===== src/hw/wwdt_pkg.sv =====
package wwdt_pkg;
    localparam int          APB_AW       = 8;
    localparam int          CNT_TOTAL_W  = 23;
    localparam int          RATIO_W      = 24;
    // register byte addresses
    localparam logic [7:0]  OFF_CTRL0    = 8'h00;
    localparam logic [7:0]  OFF_CTRL1    = 8'h04;
    localparam logic [7:0]  OFF_DEBUG    = 8'h08;
    localparam logic [7:0]  OFF_PWRCTL   = 8'h0C;
    // field positions
    localparam int          C0_SEN_BIT   = 0;
    localparam int          C0_PS_LSB    = 1;
    localparam int          C1_WIN_LSB   = 0;
    localparam int          C1_CS_LSB    = 4;
    localparam int          DBG_CNT_LSB  = 18;
    localparam int          DBG_ARM_BIT  = 23;
    localparam int          PC_WV_BIT    = 0;
    localparam int          PC_TIMEOUT_RESET_FLAG_N_BIT  = 1;
    localparam int          PC_TO_BIT    = 2;
    localparam int          PC_PD_BIT    = 3;
    // codes and reset values
    localparam logic [1:0]  MODE_OFF     = 2'h0;
    localparam logic [1:0]  MODE_SOFT    = 2'h1;
    localparam logic [1:0]  MODE_AWAKE   = 2'h2;
    localparam logic [1:0]  MODE_ON      = 2'h3;
    localparam logic [2:0]  CS_LF        = 3'h0;
    localparam logic [2:0]  CS_MF        = 3'h1;
    localparam logic [2:0]  CS_SOFT      = 3'h7;
    localparam logic [4:0]  PS_SOFT      = 5'h1F;
    localparam logic [4:0]  PS_DEFAULT   = 5'h0B;
    localparam logic [4:0]  PS_MAX       = 5'h12;
    localparam logic [2:0]  WIN_FULL     = 3'h7;
    localparam logic [23:0] RATIO_MIN    = 24'h000020;

    function automatic logic [23:0] ratio_of(input logic [4:0] ps);
        ratio_of = (ps > PS_MAX) ? RATIO_MIN : RATIO_MIN << ps;
    endfunction

    function automatic logic window_closed(input logic [22:0] cnt,
                                           input logic [4:0]  ps,
                                           input logic [2:0]  win);
        logic [26:0] delay;
        delay = 27'(WIN_FULL - win) * 27'(ratio_of(ps) >> 3);
        window_closed = (win != WIN_FULL) && ({4'h0, cnt} < delay);
    endfunction
endpackage


===== src/hw/wwdt_cnt_if.sv =====
interface wwdt_cnt_if;
    logic        tick;
    logic        clear;
    logic [4:0]  ps_sel;
    logic [22:0] count;
    logic        timeout;
    modport ctl (output tick, clear, ps_sel, input count, timeout);
    modport cnt (input tick, clear, ps_sel, output count, timeout);
endinterface


===== src/hw/wwdt_counter.sv =====
module wwdt_counter
    import wwdt_pkg::*;
#(
    parameter int PRESCALE_W = 18,
    parameter int COUNT_W    = 5
) (
    // clock and reset
    input wire logic pclk,
    input wire logic presetn,
    // control side
    wwdt_cnt_if.cnt  cif
);
    if (PRESCALE_W + COUNT_W != CNT_TOTAL_W) begin : g_chk
        $error("prescaler plus counter must be 23 bits");
    end

    logic [22:0] count_q;
    logic        timeout_q;
    logic        at_end;

    assign at_end = cif.tick &&
                    ({1'b0, count_q} == ratio_of(cif.ps_sel) - 24'h1);

    always_ff @(posedge pclk or negedge presetn) begin
        if (!presetn) begin
            count_q   <= '0;
            timeout_q <= 1'b0;
        end else if (cif.clear) begin
            count_q   <= '0;
            timeout_q <= 1'b0;
        end else if (at_end) begin
            count_q   <= '0;
            timeout_q <= 1'b1;
        end else begin
            count_q   <= cif.tick ? 23'(count_q + 23'h1) : count_q;
            timeout_q <= 1'b0;
        end
    end

    assign cif.count   = count_q;
    assign cif.timeout = timeout_q;
endmodule // wwdt_counter


===== src/hw/wwdt_top.sv =====
module wwdt_top
    import wwdt_pkg::*;
#(
    parameter int PRESCALE_W = 18,
    parameter int COUNT_W    = 5
) (
    // clock and reset
    input  wire logic              pclk,
    input  wire logic              presetn,
    // apb slave
    input  wire logic [APB_AW-1:0] paddr,
    input  wire logic              psel,
    input  wire logic              penable,
    input  wire logic              pwrite,
    input  wire logic [31:0]       pwdata,
    output logic [31:0]            prdata,
    output logic                   pready,
    output logic                   pslverr,
    // configuration words
    input  wire logic [1:0]        cfg_enable_mode,
    input  wire logic [4:0]        cfg_prescale_select,
    input  wire logic [2:0]        cfg_clock_select,
    input  wire logic [2:0]        cfg_window_select,
    // processor core and clock logic
    input  wire logic              kick_instruction,
    input  wire logic              sleep_mode,
    input  wire logic              oscillator_startup_timer,
    input  wire logic              osc_fail,
    input  wire logic              low_freq_internal_osc,
    input  wire logic              mid_freq_internal_osc,
    // reset and status logic
    output logic                   wdt_reset_req,
    output logic                   wake_req,
    output logic                   window_violation_n,
    output logic                   timeout_reset_flag_n,
    output logic                   expiry_indicator_flag_n,
    output logic                   power_down_flag_n
);
    wwdt_cnt_if cif ();

    wwdt_counter #(
        .PRESCALE_W (PRESCALE_W),
        .COUNT_W    (COUNT_W)
    ) u_counter (
        .pclk    (pclk),
        .presetn (presetn),
        .cif     (cif)
    );

    // oscillator pins cross into pclk
    logic       lf_s1_q;
    logic       lf_s2_q;
    logic       lf_s3_q;
    logic       mf_s1_q;
    logic       mf_s2_q;
    logic       mf_s3_q;
    logic       lf_edge;
    logic       mf_edge;

    always_ff @(posedge pclk or negedge presetn) begin
        if (!presetn) begin
            lf_s1_q <= 1'b0;
            lf_s2_q <= 1'b0;
            lf_s3_q <= 1'b0;
            mf_s1_q <= 1'b0;
            mf_s2_q <= 1'b0;
            mf_s3_q <= 1'b0;
        end else begin
            lf_s1_q <= low_freq_internal_osc;
            lf_s2_q <= lf_s1_q;
            lf_s3_q <= lf_s2_q;
            mf_s1_q <= mid_freq_internal_osc;
            mf_s2_q <= mf_s1_q;
            mf_s3_q <= mf_s2_q;
        end
    end

    assign lf_edge = lf_s2_q & ~lf_s3_q;
    assign mf_edge = mf_s2_q & ~mf_s3_q;

    // configuration captured one edge after reset release
    logic       init_q;
    logic [1:0] cfg_mode_q;
    logic [4:0] cfg_ps_q;
    logic [2:0] cfg_cs_q;
    logic [2:0] cfg_win_q;

    always_ff @(posedge pclk or negedge presetn) begin
        if (!presetn) begin
            init_q     <= 1'b0;
            cfg_mode_q <= MODE_OFF;
            cfg_ps_q   <= PS_DEFAULT;
            cfg_cs_q   <= CS_LF;
            cfg_win_q  <= WIN_FULL;
        end else if (!init_q) begin
            init_q     <= 1'b1;
            cfg_mode_q <= cfg_enable_mode;
            cfg_ps_q   <= cfg_prescale_select;
            cfg_cs_q   <= cfg_clock_select;
            cfg_win_q  <= cfg_window_select;
        end
    end

    // apb decode
    logic       setup;
    logic       access;
    logic       wr_done;
    logic       rd_done;
    logic       hit_c0;
    logic       hit_c1;
    logic       hit_dbg;
    logic       hit_pc;
    logic       mapped;
    logic       ctrl_wr;
    logic       pc_wr;
    logic       arm_rd;
    logic       pready_q;
    logic       pslverr_q;
    logic [31:0] prdata_q;
    logic [31:0] rd_mux;

    assign setup   = psel & ~penable;
    assign access  = psel & penable & pready_q;
    assign wr_done = access & pwrite;
    assign rd_done = access & ~pwrite;
    assign hit_c0  = paddr == OFF_CTRL0;
    assign hit_c1  = paddr == OFF_CTRL1;
    assign hit_dbg = paddr == OFF_DEBUG;
    assign hit_pc  = paddr == OFF_PWRCTL;
    assign mapped  = hit_c0 | hit_c1 | hit_dbg | hit_pc;
    assign ctrl_wr = wr_done & (hit_c0 | hit_c1);
    assign pc_wr   = wr_done & hit_pc;
    assign arm_rd  = rd_done & hit_c0;

    // control fields
    logic       sen_q;
    logic [4:0] ps_q;
    logic [2:0] cs_q;
    logic [2:0] win_q;
    logic       ps_wr_ok;
    logic       cs_wr_ok;
    logic       win_wr_ok;

    assign ps_wr_ok  = cfg_ps_q == PS_SOFT;
    assign cs_wr_ok  = cfg_cs_q == CS_SOFT;
    assign win_wr_ok = cfg_win_q == WIN_FULL;

    always_ff @(posedge pclk or negedge presetn) begin
        if (!presetn) begin
            sen_q <= 1'b0;
            ps_q  <= PS_DEFAULT;
            cs_q  <= CS_LF;
            win_q <= WIN_FULL;
        end else if (!init_q) begin
            sen_q <= 1'b0;
            ps_q  <= (cfg_prescale_select == PS_SOFT) ?
                     PS_DEFAULT : cfg_prescale_select;
            cs_q  <= (cfg_clock_select == CS_SOFT) ? CS_LF
                                                   : cfg_clock_select;
            win_q <= cfg_window_select;
        end else begin
            if (wr_done & hit_c0) begin
                sen_q <= pwdata[C0_SEN_BIT];
                if (ps_wr_ok) begin
                    ps_q <= pwdata[C0_PS_LSB +: 5];
                end
            end
            if (wr_done & hit_c1) begin
                if (cs_wr_ok) begin
                    cs_q <= pwdata[C1_CS_LSB +: 3];
                end
                if (win_wr_ok) begin
                    win_q <= pwdata[C1_WIN_LSB +: 3];
                end
            end
        end
    end

    // enable, window and kick judgement
    logic       sleep_q;
    logic       sleep_enter;
    logic       sleep_exit;
    logic       en;
    logic       windowed;
    logic       closed;
    logic       kick_en;
    logic       kick_bad;
    logic       kick_ok;
    logic       armed_q;
    logic       to_awake;
    logic       to_sleep;

    assign en = init_q &
                ((cfg_mode_q == MODE_ON) |
                 ((cfg_mode_q == MODE_AWAKE) & ~sleep_mode) |
                 ((cfg_mode_q == MODE_SOFT) & sen_q));
    assign sleep_enter = sleep_mode & ~sleep_q;
    assign sleep_exit  = ~sleep_mode & sleep_q;
    assign windowed    = win_q != WIN_FULL;
    assign closed      = window_closed(cif.count, ps_q, win_q);
    assign kick_en     = kick_instruction & en;
    assign kick_bad    = kick_en & windowed &
                         (closed | ~armed_q);
    assign kick_ok     = kick_en & ~kick_bad;
    assign to_awake    = cif.timeout & ~sleep_mode;
    assign to_sleep    = cif.timeout & sleep_mode;

    // reserved clock codes stop the time base
    assign cif.tick   = (cs_q == CS_LF) ? lf_edge :
                        (cs_q == CS_MF) ? mf_edge : 1'b0;
    assign cif.ps_sel = ps_q;
    // divider changes arrive as control writes, so ctrl_wr clears the count
    assign cif.clear  = ~en | kick_ok | sleep_enter | sleep_exit |
                        oscillator_startup_timer | osc_fail |
                        ctrl_wr;

    always_ff @(posedge pclk or negedge presetn) begin
        if (!presetn) begin
            sleep_q <= 1'b0;
            armed_q <= 1'b0;
        end else begin
            sleep_q <= sleep_mode;
            // arming read wins over a same-cycle kick
            armed_q <= arm_rd ? 1'b1 :
                       (kick_en ? 1'b0 : armed_q);
        end
    end

    // requests and status flags
    logic       rst_q;
    logic       wake_q;
    logic       wv_n_q;
    logic       timeout_reset_flag_n_n_q;
    logic       to_n_q;
    logic       pd_n_q;

    always_ff @(posedge pclk or negedge presetn) begin
        if (!presetn) begin
            rst_q  <= 1'b0;
            wake_q <= 1'b0;
        end else begin
            rst_q  <= to_awake | kick_bad;
            wake_q <= to_sleep;
        end
    end

    // hardware events beat a same-cycle firmware write
    always_ff @(posedge pclk or negedge presetn) begin
        if (!presetn) begin
            wv_n_q   <= 1'b1;
            timeout_reset_flag_n_n_q <= 1'b1;
            to_n_q   <= 1'b1;
            pd_n_q   <= 1'b1;
        end else begin
            wv_n_q   <= kick_bad ? 1'b0 :
                        pc_wr ? pwdata[PC_WV_BIT] : wv_n_q;
            timeout_reset_flag_n_n_q <= to_awake ? 1'b0 :
                        pc_wr ? pwdata[PC_TIMEOUT_RESET_FLAG_N_BIT] : timeout_reset_flag_n_n_q;
            to_n_q   <= cif.timeout ? 1'b0 :
                        (kick_ok | sleep_enter) ? 1'b1 :
                        pc_wr ? pwdata[PC_TO_BIT] : to_n_q;
            pd_n_q   <= (sleep_enter | to_sleep) ? 1'b0 :
                        kick_ok ? 1'b1 :
                        pc_wr ? pwdata[PC_PD_BIT] : pd_n_q;
        end
    end

    // read mux; reserved bits read zero
    always_comb begin
        rd_mux = '0;
        if (hit_c0) begin
            rd_mux[C0_SEN_BIT]     = sen_q;
            rd_mux[C0_PS_LSB +: 5] = ps_q;
        end
        if (hit_c1) begin
            rd_mux[C1_CS_LSB +: 3]  = cs_q;
            rd_mux[C1_WIN_LSB +: 3] = win_q;
        end
        if (hit_dbg) begin
            rd_mux[DBG_ARM_BIT:0] = {armed_q, cif.count};
        end
        if (hit_pc) begin
            rd_mux[PC_WV_BIT]   = wv_n_q;
            rd_mux[PC_TIMEOUT_RESET_FLAG_N_BIT] = timeout_reset_flag_n_n_q;
            rd_mux[PC_TO_BIT]   = to_n_q;
            rd_mux[PC_PD_BIT]   = pd_n_q;
        end
    end

    // one access cycle: ready follows the setup cycle
    always_ff @(posedge pclk or negedge presetn) begin
        if (!presetn) begin
            pready_q  <= 1'b0;
            pslverr_q <= 1'b0;
            prdata_q  <= '0;
        end else begin
            pready_q  <= setup;
            pslverr_q <= setup & ~mapped;
            prdata_q  <= (setup & ~pwrite) ? rd_mux : '0;
        end
    end

    assign prdata                  = prdata_q;
    assign pready                  = pready_q;
    assign pslverr                 = pslverr_q;
    assign wdt_reset_req           = rst_q;
    assign wake_req                = wake_q;
    assign window_violation_n      = wv_n_q;
    assign timeout_reset_flag_n    = timeout_reset_flag_n_n_q;
    assign expiry_indicator_flag_n = to_n_q;
    assign power_down_flag_n       = pd_n_q;
endmodule // wwdt_top


===== config.mk =====
export PLATFORM = sky130hd
export DESIGN_NAME = wwdt_top
export DESIGN_NICKNAME = d
export VERILOG_FILES = /design/src/hw/wwdt_pkg.sv /design/src/hw/wwdt_cnt_if.sv /design/src/hw/wwdt_counter.sv /design/src/hw/wwdt_top.sv
export SDC_FILE = /design/constraint.sdc
export NUM_CORES = 1
export LEC_CHECK = 0
export ABC_AREA = 0
export BUFFER_PORTS_ARGS = -buffer_cell sky130_fd_sc_hd__clkbuf_2
export CAP_MARGIN = 20
export CELL_PAD_IN_SITES_DETAIL_PLACEMENT = 1
export CELL_PAD_IN_SITES_GLOBAL_PLACEMENT = 1
export CORE_MARGIN = 2
export CORE_UTILIZATION = 43
export DETAILED_ROUTE_END_ITERATION = 12
export PLACE_DENSITY_LB_ADDON = 0.2
export SLEW_MARGIN = 20
export SYNTH_ARGS = -nofsm -noshare
export SYNTH_HDL_FRONTEND = slang
export SYNTH_SLANG_ARGS = --single-unit
export TNS_END_PERCENT = 50

===== constraint.sdc =====
create_clock -name pclk -period 8.36 [get_ports pclk]
set_input_delay 1.672 -clock pclk [delete_from_list [all_inputs] [get_ports pclk]]
set_output_delay 1.672 -clock pclk [all_outputs]
set_load 0.02 [all_outputs]

==> impl_metrics.env <==
export IMPL_outcome="complete, no violations"
export IMPL_nFillCells=2017
export IMPL_initial_core_util_pct=43.9
export IMPL_critPathArrivalTime_ns=7.40
export IMPL_synth_edf_count=0
export IMPL_min_period_ns=7.21
export IMPL_start_kind="flip-flop"
export IMPL_synth_main_ff_cell="dfrtp_1"
export IMPL_critPathCaptureType="flip-flop"
export IMPL_cts_tree="built"
export IMPL_slew_headroom_pct=38.7
export IMPL_rsz0062_at_grt="no"
export IMPL_ctsRootBufferMaster="clkbuf_16"
export IMPL_dieArea_mm2=0.0180
export IMPL_timing_final_ws_setup_ns=1.15
export IMPL_antenna_found_initial=0
export IMPL_synth_seq_cells=90
export IMPL_slew_viol_final=0
export IMPL_cts_resized=0
export IMPL_hold_viol=0
export IMPL_cts_htree_levels=3
export IMPL_diodes=0
export IMPL_synthTopCellsByArea="dfrtp_1, ha_1, dfstp_2"
export IMPL_crit_fanout=30
export IMPL_seq_area_frac_synth_pct=31.2
export IMPL_synth_top_area_share_pct=25.4
export IMPL_post_cts_buffers=0
export IMPL_critPathLaunch="cif.ps_sel[1]$_DFFE_PN1P_"
export IMPL_fin_skew_ns=0.00963
export IMPL_rr_endpoint="u_counter.cif.count[11]$_DFFE_PN0P_"
export IMPL_cts_buffers=9
export IMPL_synthCells=857
export IMPL_row_count=47
export IMPL_crit_type="flip-flop to flip-flop"
export IMPL_drive_gt1_share_pct=16.1
export IMPL_place_ws_ns=1.20
export IMPL_ir_drop_mv=0.102
export IMPL_coreArea_mm2=0.0166
export IMPL_grt_pass1_vias=6855
export IMPL_synth_commonest_cells="nor2_1, inv_1, dfrtp_1, ha_1, nand2_1"
export IMPL_synth_area_per_cell_um2=8.50
export IMPL_drt_iter0_markers=305
export IMPL_grt_max_degree=67
export IMPL_reg2reg_from="cif.ps_sel[1]$_DFFE_PN1P_"
export IMPL_path_clk_slew_ns=0.07
export IMPL_max_freq_mhz=139
export IMPL_wl_per_cell_um=18.2
export IMPL_tightestPinTransition_ns=0.917
export IMPL_r2r_slack_ns=1.15
export IMPL_setup_viol=0
export IMPL_drv_cap=0
export IMPL_cp_required_ns=8.55
export IMPL_worstHoldPathType="flip-flop to flip-flop"
export IMPL_syn_area_mm2=0.00729
export IMPL_p_per_area_mw_per_mm2=139
export IMPL_ant_nets=0
export IMPL_fp_dieW_um=134
export IMPL_grt_overflow=0
export IMPL_final_setup_tns_ns=0
export IMPL_postSynth_asyncResetShare_pct=100
export IMPL_clock_sinks=90
export IMPL_die_h_um=134
export IMPL_yosysUniqueCellTypes=71
export IMPL_hold_buffers=0
export IMPL_synthToLayoutAreaGrowth_pct=10.6
export IMPL_final_util_pct=48.6
export IMPL_crit_end="u_counter.cif.count[11]$_DFFE_PN0P_"
export IMPL_grt_pass1_wl_um=34300
export IMPL_routed_wl_um=20500
export IMPL_vias=6276
export IMPL_port_buffers=70
export IMPL_fin_crit_sh_pct=86.3
export IMPL_yosysTopAreaCell="dfrtp_1"
export IMPL_clkLatencyLatePin_ns=0.35
export IMPL_p_leak_nw=3.73
export IMPL_drc=0
export IMPL_reg2reg_depth=25
export IMPL_viasPerCell=5.57
export IMPL_hpwlAfterDp_um=15800
export IMPL_synth_most_common_cell="nor2_1"
export IMPL_layout_nets=1046
export IMPL_dr_pass1_iters=4
export IMPL_power_mw=1.12
export IMPL_io_pins=104
export IMPL_gp_congestion=0.841
export IMPL_grt_usage_pct=23.7
export IMPL_yosysWarnings=0
export IMPL_cts_buffer_depth=2
## registers in the layout, indices dropped and copies added (netlist names), 2 cells and up
| register | count |
|---|---|
| cfg_mode_q | 2 |
| cfg_win_q | 3 |
| cif.ps_sel | 5 |
| cs_q | 3 |
| u_counter.cif.count | 23 |
| cfg_ps_q | 5 |
| prdata | 24 |
| cfg_cs_q | 3 |
| win_q | 3 |
## metal layers
layer / vias up / track usage, % / routed length (um)
met5: - / 0 / 0
met4: 0 / 5.20 / 295
met1: 3154 / 29.9 / 9010
met3: 25 / 3.17 / 680
li1: 2978 / - / -
met2: 119 / 43.3 / 10500
## layout make-up
cell class              count  area, um^2  share of cell area, %
flip-flops and latches     90        2270                   28.2
well taps                 220         275                   3.41
clock inverters             6        97.6                   1.21
repair buffers             74         383                   4.75
inverters                  81         304                   3.77
multi-input cells         645        4500                   55.8
clock buffers              10         229                   2.84
## logic make-up after synthesis
logic type	count (synthesis)	synth area share (%)
adders and majority gates	81	15.7
and+or+nand+nor	329	22.0
xor gates and xnor gates	49	5.89
buffers and inverters	129	7.42
other	2	0.103
muxes	30	4.39
DFF	90	31.2
AOI/OAI and AO/OA	147	13.4
## per-stage QoR
step	instances	cell area, um^2	hold slack, ns
CTS	1126	8060	0.357
floorplan	864	7310	0.331
global placement	1110	7740	0.337
finish	1126	8060	0.355
global route	1126	8060	0.366
detailed placement	1110	7740	0.341
## power by group
part / switching [mW] / internal [mW]
registers: 0.0389 / 0.455
clock network: 0.183 / 0.266
logic: 0.106 / 0.0686
total: 0.328 / 0.790
## worst min path at each step
stage / start / end / slack, ns / cells after the start
3_3_place_gp: lf_s1_q$_DFF_PN0_ / lf_s2_q$_DFF_PN0_ / 0.34 / 0
5_1_grt: lf_s1_q$_DFF_PN0_ / lf_s2_q$_DFF_PN0_ / 0.37 / 0
6_report: mf_s1_q$_DFF_PN0_ / mf_s2_q$_DFF_PN0_ / 0.36 / 0
4_1_cts: mf_s1_q$_DFF_PN0_ / mf_s2_q$_DFF_PN0_ / 0.36 / 0
3_5_place_dp: mf_s1_q$_DFF_PN0_ / mf_s2_q$_DFF_PN0_ / 0.34 / 0
2_1_floorplan: lf_s1_q$_DFF_PN0_ / lf_s2_q$_DFF_PN0_ / 0.33 / 0
## critical path: stages, from the launching register on
cell and delay [ns]:
dfstp_2 0.93, nor3b_1 0.71, nand2_1 0.22, nor2_1 0.14
ha_1 0.15, inv_1 0.05, fa_1 0.53, inv_1 0.04
ha_1 0.36, a21oi_2 0.20, nand2_1 0.07, a221o_1 0.38
o21a_1 0.24, nor3_1 0.24, o211ai_1 0.16, o311a_1 0.15
xnor2_1 0.15, ha_1 0.29, nand2_1 0.06, o21ai_0 0.26
a211oi_1 0.09, and4_1 0.21, a211oi_1 0.22, a32oi_2 0.20
o211ai_2 0.80, nor2_1 0.16
## layout by cell type, fill, tap and decap left out, drive strengths merged, types with 11 or more instances in the layout
| master | instances |
|---|---|
| nor2 | 113 |
| inv | 83 |
| clkbuf | 79 |
| dfrtp | 74 |
| ha | 64 |
| nand2 | 61 |
| a21oi | 48 |
| nand3 | 32 |
| xnor2 | 30 |
| o21ai | 29 |
| nor3 | 24 |
| and2 | 22 |
| xor2 | 19 |
| fa | 17 |
| or2 | 17 |
| mux2 | 16 |
| dfstp | 16 |
| mux2i | 14 |
| nand4 | 11 |
| o211ai | 11 |
No activity file was read; power rests on OpenSTA's default activity.
